--- src/cvg_pkg.sv ---
package cvg_pkg;

	// Configuration register field positions
	localparam int CFG_MODE_LSB = 29;
	localparam int CFG_DEPTH_BIT = 28;
	localparam int CFG_BCAST_CHROMA_BIT = 27;
	localparam int CFG_BASE_CHROMA_BIT = 26;
	localparam int CFG_AURAL_LSB = 23;
	localparam int CFG_GROUP_LSB = 9;
	localparam int CFG_MASK_LSB = 0;

	// Writable bits; reserved bits always read as zero
	localparam logic [31:0] CFG_WRITE_MASK = 32'h7f80_0eff;

	// Scale register field positions
	localparam int SCL_PIXEL_LSB = 12;
	localparam int SCL_FRAME_LSB = 0;
	localparam logic [31:0] SCL_WRITE_MASK = 32'h000f_ffff;

	// Reset values of both registers
	localparam logic [31:0] CFG_RESET = 32'h0000_0000;
	localparam logic [31:0] SCL_RESET = 32'h0000_0000;

	// Zero in a count field stands for the full range
	localparam logic [8:0] PIXEL_ZERO_COUNT = 9'h100;
	localparam logic [12:0] FRAME_ZERO_COUNT = 13'h1000;

	// Last pixel index for each colour depth
	localparam logic [4:0] LAST_IDX_TWO = 5'h1f;
	localparam logic [4:0] LAST_IDX_FOUR = 5'h0f;

	// Output mode encodings
	localparam logic [1:0] MODE_OFF = 2'h0;
	localparam logic [1:0] MODE_PARALLEL = 2'h1;
	localparam logic [1:0] MODE_COMP_BCAST_HIGH = 2'h2;
	localparam logic [1:0] MODE_COMP_BCAST_LOW = 2'h3;

	// Highest legal pin group
	localparam logic [2:0] GROUP_LAST = 3'h3;

	// One frame handed over by the core
	typedef struct packed
	{
		logic [31:0] colours;
		logic [31:0] pixels;
	} cvg_frame_type;

endpackage

--- src/cvg_video_generator.sv ---
// Notes on behaviour
// - Mode field picks off, parallel, two composites
// - Depth bit: 32x1 or 16x2 pixels
// - Broadcast chroma enable bit gates broadcast colour
// - Baseband chroma enable bit gates baseband colour
// - Aural field picks one of eight PLL carriers
// - Group field routes to pins 0-31; 4-7 reserved
// - Mask gates each pin of the group
// - Pixel count field, zero means 256
// - Frame count field, zero means 4096
// - Each frame takes colour and pixel words
// - Pixels index colour bytes by depth
// - Pixels shift out least significant first
// - Last pixel repeats until frame count ends
// - No pending handoff: latch core buses anyway
// - Parallel mode puts colour byte on pins
// - Composite byte: luma, modulate flag, phase
// - Modulated luma swings plus/minus one at phase
// - Broadcast only with running second PLL
`timescale 1ns/1ps

module cvg_video_generator
#(
	parameter int DEPTH = 2
)
(
	input wire logic CLK,
	input wire logic RST_N,
	input wire logic CONFIG_WRITE,
	input wire logic SCALE_WRITE,
	input wire logic [31:0] REG_WDATA,
	output logic [31:0] CONFIG_RDATA,
	output logic [31:0] SCALE_RDATA,
	input wire logic HANDOFF_VALID,
	output logic HANDOFF_READY,
	input wire cvg_pkg::cvg_frame_type HANDOFF_DATA,
	input wire cvg_pkg::cvg_frame_type CORE_BUS_DATA,
	output logic FRAME_STARVED,
	input wire logic COUNTER_A_PLL_CLOCK,
	input wire logic COUNTER_B_PLL_CLOCK,
	input wire logic COUNTER_B_RUNNING,
	input wire logic [7:0] AURAL_PLL_CLOCKS,
	output logic [31:0] PIN_OUT,
	output logic [31:0] PIN_OE_N
);
	import cvg_pkg::*;

	localparam int PTR_W = (DEPTH > 1) ? $clog2(DEPTH) : 1;
	localparam int CNT_W = $clog2(DEPTH + 1);

	// Programmer-visible registers
	logic [31:0] video_configuration;
	logic [31:0] video_scale;

	// Field views of the registers
	logic [1:0] output_mode_field;
	logic colour_depth_bit;
	logic broadcast_chroma_enable;
	logic baseband_chroma_enable;
	logic [2:0] aural_source_select;
	logic [2:0] pin_group_select;
	logic [7:0] pin_output_mask;
	logic [7:0] clocks_per_pixel;
	logic [11:0] clocks_per_frame;

	// Synchronisers for the PLL clocks, which are foreign to CLK
	logic [10:0] sync_meta;
	logic [10:0] sync_stable;
	logic pll_a_prev;
	logic pll_a_tick;

	// Handoff buffer
	cvg_frame_type buffer_mem [DEPTH];
	logic [PTR_W-1:0] wr_ptr;
	logic [PTR_W-1:0] rd_ptr;
	logic [CNT_W-1:0] fill;
	logic buffer_push;
	logic buffer_pop;

	// Frame engine
	cvg_frame_type frame;
	logic [8:0] pixel_count;
	logic [12:0] frame_count;
	logic [4:0] pixel_index;
	logic [3:0] phase_count;
	logic frame_end;
	logic pixel_end;
	logic running;

	// Pixel path
	logic [1:0] pixel_value;
	logic [7:0] colour_byte;
	logic [2:0] luma_base;
	logic [2:0] luma_bcast;
	logic carrier;
	logic [3:0] base_nibble;
	logic [3:0] bcast_nibble;
	logic [7:0] group_byte;
	logic [7:0] next_byte;
	logic [31:0] next_pins;
	logic [31:0] next_oe_n;

	// Zero in a count field means the full span
	function automatic logic [12:0] span_of(input logic [11:0] field, input logic [12:0] full);
		span_of = (field == 12'h000) ? full : {1'b0, field};
	endfunction

	// Luma pushed one step up or down, clipped to the three-bit range
	function automatic logic [2:0] modulate(input logic [7:0] cb, input logic enable,
		input logic [3:0] phase);
		logic [3:0] wave;
		wave = phase + cb[7:4];
		modulate = cb[2:0];
		if (enable && cb[3])
		begin
			if (!wave[3] && cb[2:0] != 3'h7)
				modulate = cb[2:0] + 3'h1;
			else if (wave[3] && cb[2:0] != 3'h0)
				modulate = cb[2:0] - 3'h1;
		end
	endfunction

	assign output_mode_field = video_configuration[CFG_MODE_LSB +: 2];
	assign colour_depth_bit = video_configuration[CFG_DEPTH_BIT];
	assign broadcast_chroma_enable = video_configuration[CFG_BCAST_CHROMA_BIT];
	assign baseband_chroma_enable = video_configuration[CFG_BASE_CHROMA_BIT];
	assign aural_source_select = video_configuration[CFG_AURAL_LSB +: 3];
	assign pin_group_select = video_configuration[CFG_GROUP_LSB +: 3];
	assign pin_output_mask = video_configuration[CFG_MASK_LSB +: 8];
	assign clocks_per_pixel = video_scale[SCL_PIXEL_LSB +: 8];
	assign clocks_per_frame = video_scale[SCL_FRAME_LSB +: 12];

	// Register writes; reserved bits are never stored
	always_ff @(posedge CLK or negedge RST_N)
	begin
		if (!RST_N)
		begin
			video_configuration <= CFG_RESET;
			video_scale <= SCL_RESET;
		end
		else
		begin
			if (CONFIG_WRITE)
				video_configuration <= REG_WDATA & CFG_WRITE_MASK;
			if (SCALE_WRITE)
				video_scale <= REG_WDATA & SCL_WRITE_MASK;
		end
	end

	assign CONFIG_RDATA = video_configuration;
	assign SCALE_RDATA = video_scale;

	// Two-flop synchronisers; bit 0 PLL A, bit 1 PLL B, bits 10:3 aural, bit 2 PLL B running
	always_ff @(posedge CLK or negedge RST_N)
	begin
		if (!RST_N)
		begin
			sync_meta <= 11'h000;
			sync_stable <= 11'h000;
			pll_a_prev <= 1'b0;
		end
		else
		begin
			sync_meta <= {AURAL_PLL_CLOCKS, COUNTER_B_RUNNING, COUNTER_B_PLL_CLOCK,
				COUNTER_A_PLL_CLOCK};
			sync_stable <= sync_meta;
			pll_a_prev <= sync_stable[0];
		end
	end

	// Rising edge of PLL A, seen only on stable samples
	assign pll_a_tick = sync_stable[0] && !pll_a_prev;
	assign running = output_mode_field != MODE_OFF;
	assign frame_end = running && pll_a_tick && frame_count == 13'h0001;
	assign pixel_end = pixel_count == 9'h001;

	// Handoff buffer: the core stalls in its wait while all DEPTH entries are full
	assign HANDOFF_READY = fill != CNT_W'(DEPTH);
	assign buffer_push = HANDOFF_VALID && HANDOFF_READY;
	assign buffer_pop = frame_end && fill != '0;

	always_ff @(posedge CLK or negedge RST_N)
	begin
		if (!RST_N)
		begin
			wr_ptr <= '0;
			rd_ptr <= '0;
			fill <= '0;
		end
		else
		begin
			if (buffer_push)
				wr_ptr <= (wr_ptr == PTR_W'(DEPTH - 1)) ? '0 : wr_ptr + 1'b1;
			if (buffer_pop)
				rd_ptr <= (rd_ptr == PTR_W'(DEPTH - 1)) ? '0 : rd_ptr + 1'b1;
			if (buffer_push && !buffer_pop)
				fill <= fill + 1'b1;
			else if (buffer_pop && !buffer_push)
				fill <= fill - 1'b1;
		end
	end

	// Buffer storage; no reset needed on data
	always_ff @(posedge CLK)
	begin
		if (buffer_push)
			buffer_mem[wr_ptr] <= HANDOFF_DATA;
	end

	// Frame load; an empty buffer falls back to whatever the core buses hold
	always_ff @(posedge CLK or negedge RST_N)
	begin
		if (!RST_N)
		begin
			frame <= '0;
			FRAME_STARVED <= 1'b0;
		end
		else
		begin
			FRAME_STARVED <= frame_end && fill == '0;
			if (buffer_pop)
				frame <= buffer_mem[rd_ptr];
			else if (frame_end)
				frame <= CORE_BUS_DATA;
		end
	end

	// Frame and pixel counters on PLL A ticks; held at count one, pixel index zero while the mode is off
	always_ff @(posedge CLK or negedge RST_N)
	begin
		if (!RST_N)
		begin
			frame_count <= 13'h0001;
			pixel_count <= 9'h001;
			pixel_index <= 5'h00;
		end
		else if (!running)
		begin
			// Idle: first tick after enabling loads a frame
			frame_count <= 13'h0001;
			pixel_count <= 9'h001;
			pixel_index <= 5'h00;
		end
		else if (pll_a_tick)
		begin
			if (frame_end)
			begin
				frame_count <= span_of(clocks_per_frame, FRAME_ZERO_COUNT);
				pixel_count <= 9'(span_of({4'h0, clocks_per_pixel},
					{4'h0, PIXEL_ZERO_COUNT}));
				pixel_index <= 5'h00;
			end
			else
			begin
				frame_count <= frame_count - 13'h0001;
				if (pixel_end)
				begin
					pixel_count <= 9'(span_of({4'h0, clocks_per_pixel},
						{4'h0, PIXEL_ZERO_COUNT}));
					// Hold the last pixel once the word is used up
					if (pixel_index != (colour_depth_bit ? LAST_IDX_FOUR : LAST_IDX_TWO))
						pixel_index <= pixel_index + 5'h01;
				end
				else
					pixel_count <= pixel_count - 9'h001;
			end
		end
	end

	// Chroma phase advances once per PLL A clock while the mode is not off, sixteen steps per cycle
	always_ff @(posedge CLK or negedge RST_N)
	begin
		if (!RST_N)
			phase_count <= 4'h0;
		else if (running && pll_a_tick)
			phase_count <= phase_count + 4'h1;
	end

	// Pixel selection, least significant first
	always_comb
	begin
		if (colour_depth_bit)
			pixel_value = frame.pixels[{pixel_index[3:0], 1'b0} +: 2];
		else
			pixel_value = {1'b0, frame.pixels[pixel_index]};
		colour_byte = frame.colours[{pixel_value, 3'h0} +: 8];
	end

	// Composite modulation of the colour byte
	assign luma_base = modulate(colour_byte, baseband_chroma_enable, phase_count);
	assign luma_bcast = modulate(colour_byte, broadcast_chroma_enable, phase_count);
	assign carrier = sync_stable[1] && sync_stable[2];
	assign base_nibble = {1'b0, luma_base};
	// Broadcast carries the selected aural carrier on its top bit
	assign bcast_nibble = carrier ? {sync_stable[3 + aural_source_select], luma_bcast} : 4'h0;

	// Mode mux, group routing and pin masking
	always_comb
	begin
		case (output_mode_field)
			MODE_PARALLEL: group_byte = colour_byte;
			MODE_COMP_BCAST_HIGH: group_byte = {bcast_nibble, base_nibble};
			MODE_COMP_BCAST_LOW: group_byte = {base_nibble, bcast_nibble};
			default: group_byte = 8'h00;
		endcase
		next_byte = group_byte & pin_output_mask;
		next_pins = 32'h0000_0000;
		next_oe_n = 32'hffff_ffff;
		// Reserved groups and the off mode drive nothing
		if (running && pin_group_select <= GROUP_LAST)
		begin
			next_pins[{pin_group_select[1:0], 3'h0} +: 8] = next_byte;
			next_oe_n[{pin_group_select[1:0], 3'h0} +: 8] = ~pin_output_mask;
		end
	end

	// Pin outputs are registered so they never glitch between pixels
	always_ff @(posedge CLK or negedge RST_N)
	begin
		if (!RST_N)
		begin
			PIN_OUT <= 32'h0000_0000;
			PIN_OE_N <= 32'hffff_ffff;
		end
		else
		begin
			PIN_OUT <= next_pins;
			PIN_OE_N <= next_oe_n;
		end
	end

endmodule

--- config.mk ---
export PLATFORM = sky130hd
export DESIGN_NAME = cvg_video_generator
export DESIGN_NICKNAME = d
export VERILOG_FILES = /design/src/cvg_pkg.sv /design/src/cvg_video_generator.sv
export SDC_FILE = /design/constraint.sdc
export NUM_CORES = 1
export LEC_CHECK = 0
export BUFFER_PORTS_ARGS = -buffer_cell sky130_fd_sc_hd__buf_2
export CAP_MARGIN = 30
export CORE_MARGIN = 2
export CORE_UTILIZATION = 40
export CTS_BUF_LIST = sky130_fd_sc_hd__clkbuf_16
export CTS_CLUSTER_SIZE = 12
export DETAILED_ROUTE_END_ITERATION = 8
export SLEW_MARGIN = 30
export SYNTH_ARGS = -nofsm -noshare
export SYNTH_HDL_FRONTEND = slang
export SYNTH_SLANG_ARGS = --single-unit
--- constraint.sdc ---
create_clock -name CLK -period 5.8 [get_ports CLK]
set_clock_uncertainty 0.2 [all_clocks]
set_input_delay 0.29 -clock CLK [delete_from_list [all_inputs] [get_ports CLK]]
set_output_delay 0.29 -clock CLK [all_outputs]
set_load 0.005 [all_outputs]
==> results.md <==
* Initial antenna violation count at 0
* R2R setup slack at 0.80 ns
* FF-to-FF Start: pixel_index[1]
* Unrepaired setup endpoints after global routing: false
* Most frequent cells in the layout: buf_2, dfrtp_1, dlygate4sd3_1
* # rows at 72
* Setup crit end: PIN_OUT[25]
* HP Class: primary input to flop
* Setup CP Type: flop to flop
* DIE HEIGHT at 202.5 um
* Core Area at roughly 0.039 mm2
* Synthesized instance count at approximately 1400
* Final WL at 41110 um
* Critical path origin: pixel_index[1]
* Synth unique cells at 73
* Buffers on Ports at approximately 280
* DR WL/cell at 17.52 um
* Leak Pwr at 8.829 nW
* Diodes inserted at 0
* Worst VDD drop at 0.2791 mV
* CTS buffer count at 41
* P&R area growth vs syn at 29.69%
* First-pass GRT wire length at 65290 um
* Global route overflow at 0
* Slew Limit Headroom at roughly 45%
* GRT Overall Usage at 20.19%
* Die Wd at 202.5 um
* Synth top area share at about 30%
* Crit path max-delay cell type: dfrtp_1
* Crit path cell chain: and2b_1, a32oi_1, nand3_2, nand2_2, mux2_2, o21ai_0, inv_1, ha_1, nand3_1, a21o_1, o221ai_2, a21oi_1, o41ai_1, a31oi_1, o211ai_1, and2_1
* R2R cell count at 16
* Top-Level Pins at 306
* Residual DRC at 0
* Crit end category: flop
* Max Cap Viol at 0
* Power Dens Cells at 469.5 mW/mm2
* Minimum clock period at 5.000 ns
* GP Congestion at 0.9043
* Post-synth design cell area at ~0.016 mm2
* DP HPWL at 27240 um
* Critical Path AT at 5.30 ns
* Clock sink count at 354
* FF+latch area at ~0.0095 mm2
* Status: finished clean
* Sequential-to-total area share from yosys stat at 60.56%
* Post-route core utilization at 52.75%
* Largest area contributor in the netlist: dfrtp_1
* Fin crit share at 86.21%
* Asr flop ratio synth at 63.84%
* Largest net degree at the start of global routing at 129
* Post-synth EDFFs at 128
* CP Max Fanout at 12
* CTS H-tree lvls at 2
* Post-route antenna net violation count at 0
* Clk buf depth at 3
* Reg clk slew, reported paths at 0.06 ns
* Fin. Hold Viols at 0
* DRT iter0 DRCs at 755
* Data required, critical path at ~6 ns
* #FFs+latches synth at 354
* Final Setup Violations at 0
* Initial DRT Pass Iterations at 6
* Layout cells sized above 1 at 25.05%
* Total number of vias at 11855
* Crit path largest cell delay at 0.57 ns
* Total negative slack at 0 ns
* Initial Utilization at 40.67%
* Post-Synthesis Mean Instance Area at 11.55 um2
* Die area at 0.04099 mm2
* R2r endpoint: PIN_OUT[25]
* Root buffer cell: clkbuf_16
* Commonest non-fill, non-tap cell in the layout: buf_2
* Yosys synthesis warning count at 0
* Vias in the first global route at 12154
* Multi-input gate area at 0.005747 mm2
* Clk_lat worst skew at 0.57 ns
* Vias per inst at between 5 and 6
* Fill count at 3319
* Slew Limit Fails at 0
* Critical path launch point type: flop
* Worst Tran Pin Value at 0.8244 ns
* Synth Flop Type: dfrtp_1
* Final nets at 1991
* Fmax at 0.2000 GHz
* CTS tree: done
* Synth area leaders: dfrtp_1, edfxtp_1, dfstp_2, mux2i_1, o21ai_0
## power breakdown
| group | leakage [nW] | internal [mW] | switching (mW) |
|---|---|---|---|
| clock | 0.631 | 1.29 | 1.03 |
| combinational | 4.24 | 1.37 | 2.25 |
| sequential | 3.96 | 3.23 | 0.417 |
| total | 8.83 | 5.89 | 3.70 |
## worst max-delay path: cells and delay by family (launching register included)
family / cells / cell delay (ns)
buf+inv: 1 / 0.14
fa+ha+maj: 1 / 0.32
simple gates: 5 / 1.18
flops: 1 / 0.57
compound gates: 8 / 2.13
mux: 1 / 0.37
## metal layers
layer  global-route usage [%]  part of all wire, %
met5                        0                    0
met4                    6.804                  2.4
met1                    26.84                   45
met2                    33.64                   48
met3                    3.435                  5.5
## registers in the layout, indices dropped and copies added, names as in the netlist
| register | count |
|---|---|
| CONFIG_RDATA | 19 |
| FRAME_STARVED | 1 |
| PIN_OE_N | 32 |
| PIN_OUT | 32 |
| SCALE_RDATA | 20 |
| buffer_mem | 128 |
| fill | 2 |
| frame | 64 |
| frame_count | 13 |
| phase_count | 4 |
| pixel_count | 9 |
| pixel_index | 5 |
| pll_a_prev | 1 |
| rd_ptr | 1 |
| sync_meta | 11 |
| sync_stable | 11 |
| wr_ptr | 1 |
## cells by family after synthesis
group | count (synthesis) | synth area share [%]
fa+ha+maj | 19 | 1.509
other cells | 1 | 0.02380
simple gates | 414 | 12.73
flops | 354 | 60.56
buf+inv | 114 | 3.717
mux | 135 | 9.419
compound gates | 315 | 11.37
xor+xnor | 12 | 0.6671
## Yosys cell counts (4+ instances only)
library cell / n
nor3_1: 28
buf_6: 5
mux2i_1: 86
and2_1: 18
clkbuf_1: 50
edfxtp_1: 128
nand3_1: 40
buf_1: 7
a21oi_1: 112
a31oi_1: 8
dfrtp_1: 192
and4_1: 4
nand2b_1: 23
o21ai_0: 144
and3_1: 12
nor2b_1: 8
mux4_2: 5
nor2_1: 108
a211oi_1: 6
nand4_1: 8
xnor2_1: 8
inv_1: 21
dfstp_2: 34
xor2_1: 4
a22oi_1: 4
buf_4: 29
nand2_1: 125
nor4_1: 13
ha_1: 19
mux2_2: 42
or3_1: 4
## metrics by stage
| step | power [mW] | area (um2) | setup slack, ns | hold WS [ns] | std cells |
|---|---|---|---|---|---|
| final | 9.593 | 20430 | 0.8000 | 0.07500 | 2346 |
| after global routing | 10.29 | 20430 | 0.4774 | 0.08836 | 2346 |
| after CTS | 9.663 | 20430 | 0.8594 | 0.05217 | 2346 |
| after detailed placement | 7.216 | 17530 | 0.8810 | 0.1347 | 2102 |
| after global placement | 7.117 | 17530 | 1.064 | 0.1318 | 2102 |
| after floorplan | 6.231 | 15850 | 1.531 | -0.2056 | 1388 |
## final cells by class
type	instances	share of cell area [%]
clock buffers	41	5.021
clock inverters	34	0.9063
inverters	22	0.4042
multi-input cells	920	28.13
flip-flops and latches	354	46.72
well taps	518	3.172
repair buffers	457	15.65
## worst min-delay path by stage
| stage | from | endpoint | cells after the start |
|---|---|---|---|
| 4_1_cts | CONFIG_WRITE | CONFIG_RDATA[24] | 3 |
| 3_3_place_gp | sync_meta[4] | sync_stable[4] | 0 |
| 6_report | CONFIG_WRITE | CONFIG_RDATA[24] | 3 |
| 3_5_place_dp | sync_meta[8] | sync_stable[8] | 0 |
| 2_1_floorplan | RST_N | CONFIG_RDATA[0] | 0 |
| 5_1_grt | CONFIG_WRITE | CONFIG_RDATA[24] | 3 |
## timing repair
action,in CTS,in global routing
gates resized for setup,0,0
hold buffers,169,0
endpoints found under the hold margin,341,0
buffers inserted,0,0
Note: power is estimated with default switching activity, not from simulation.
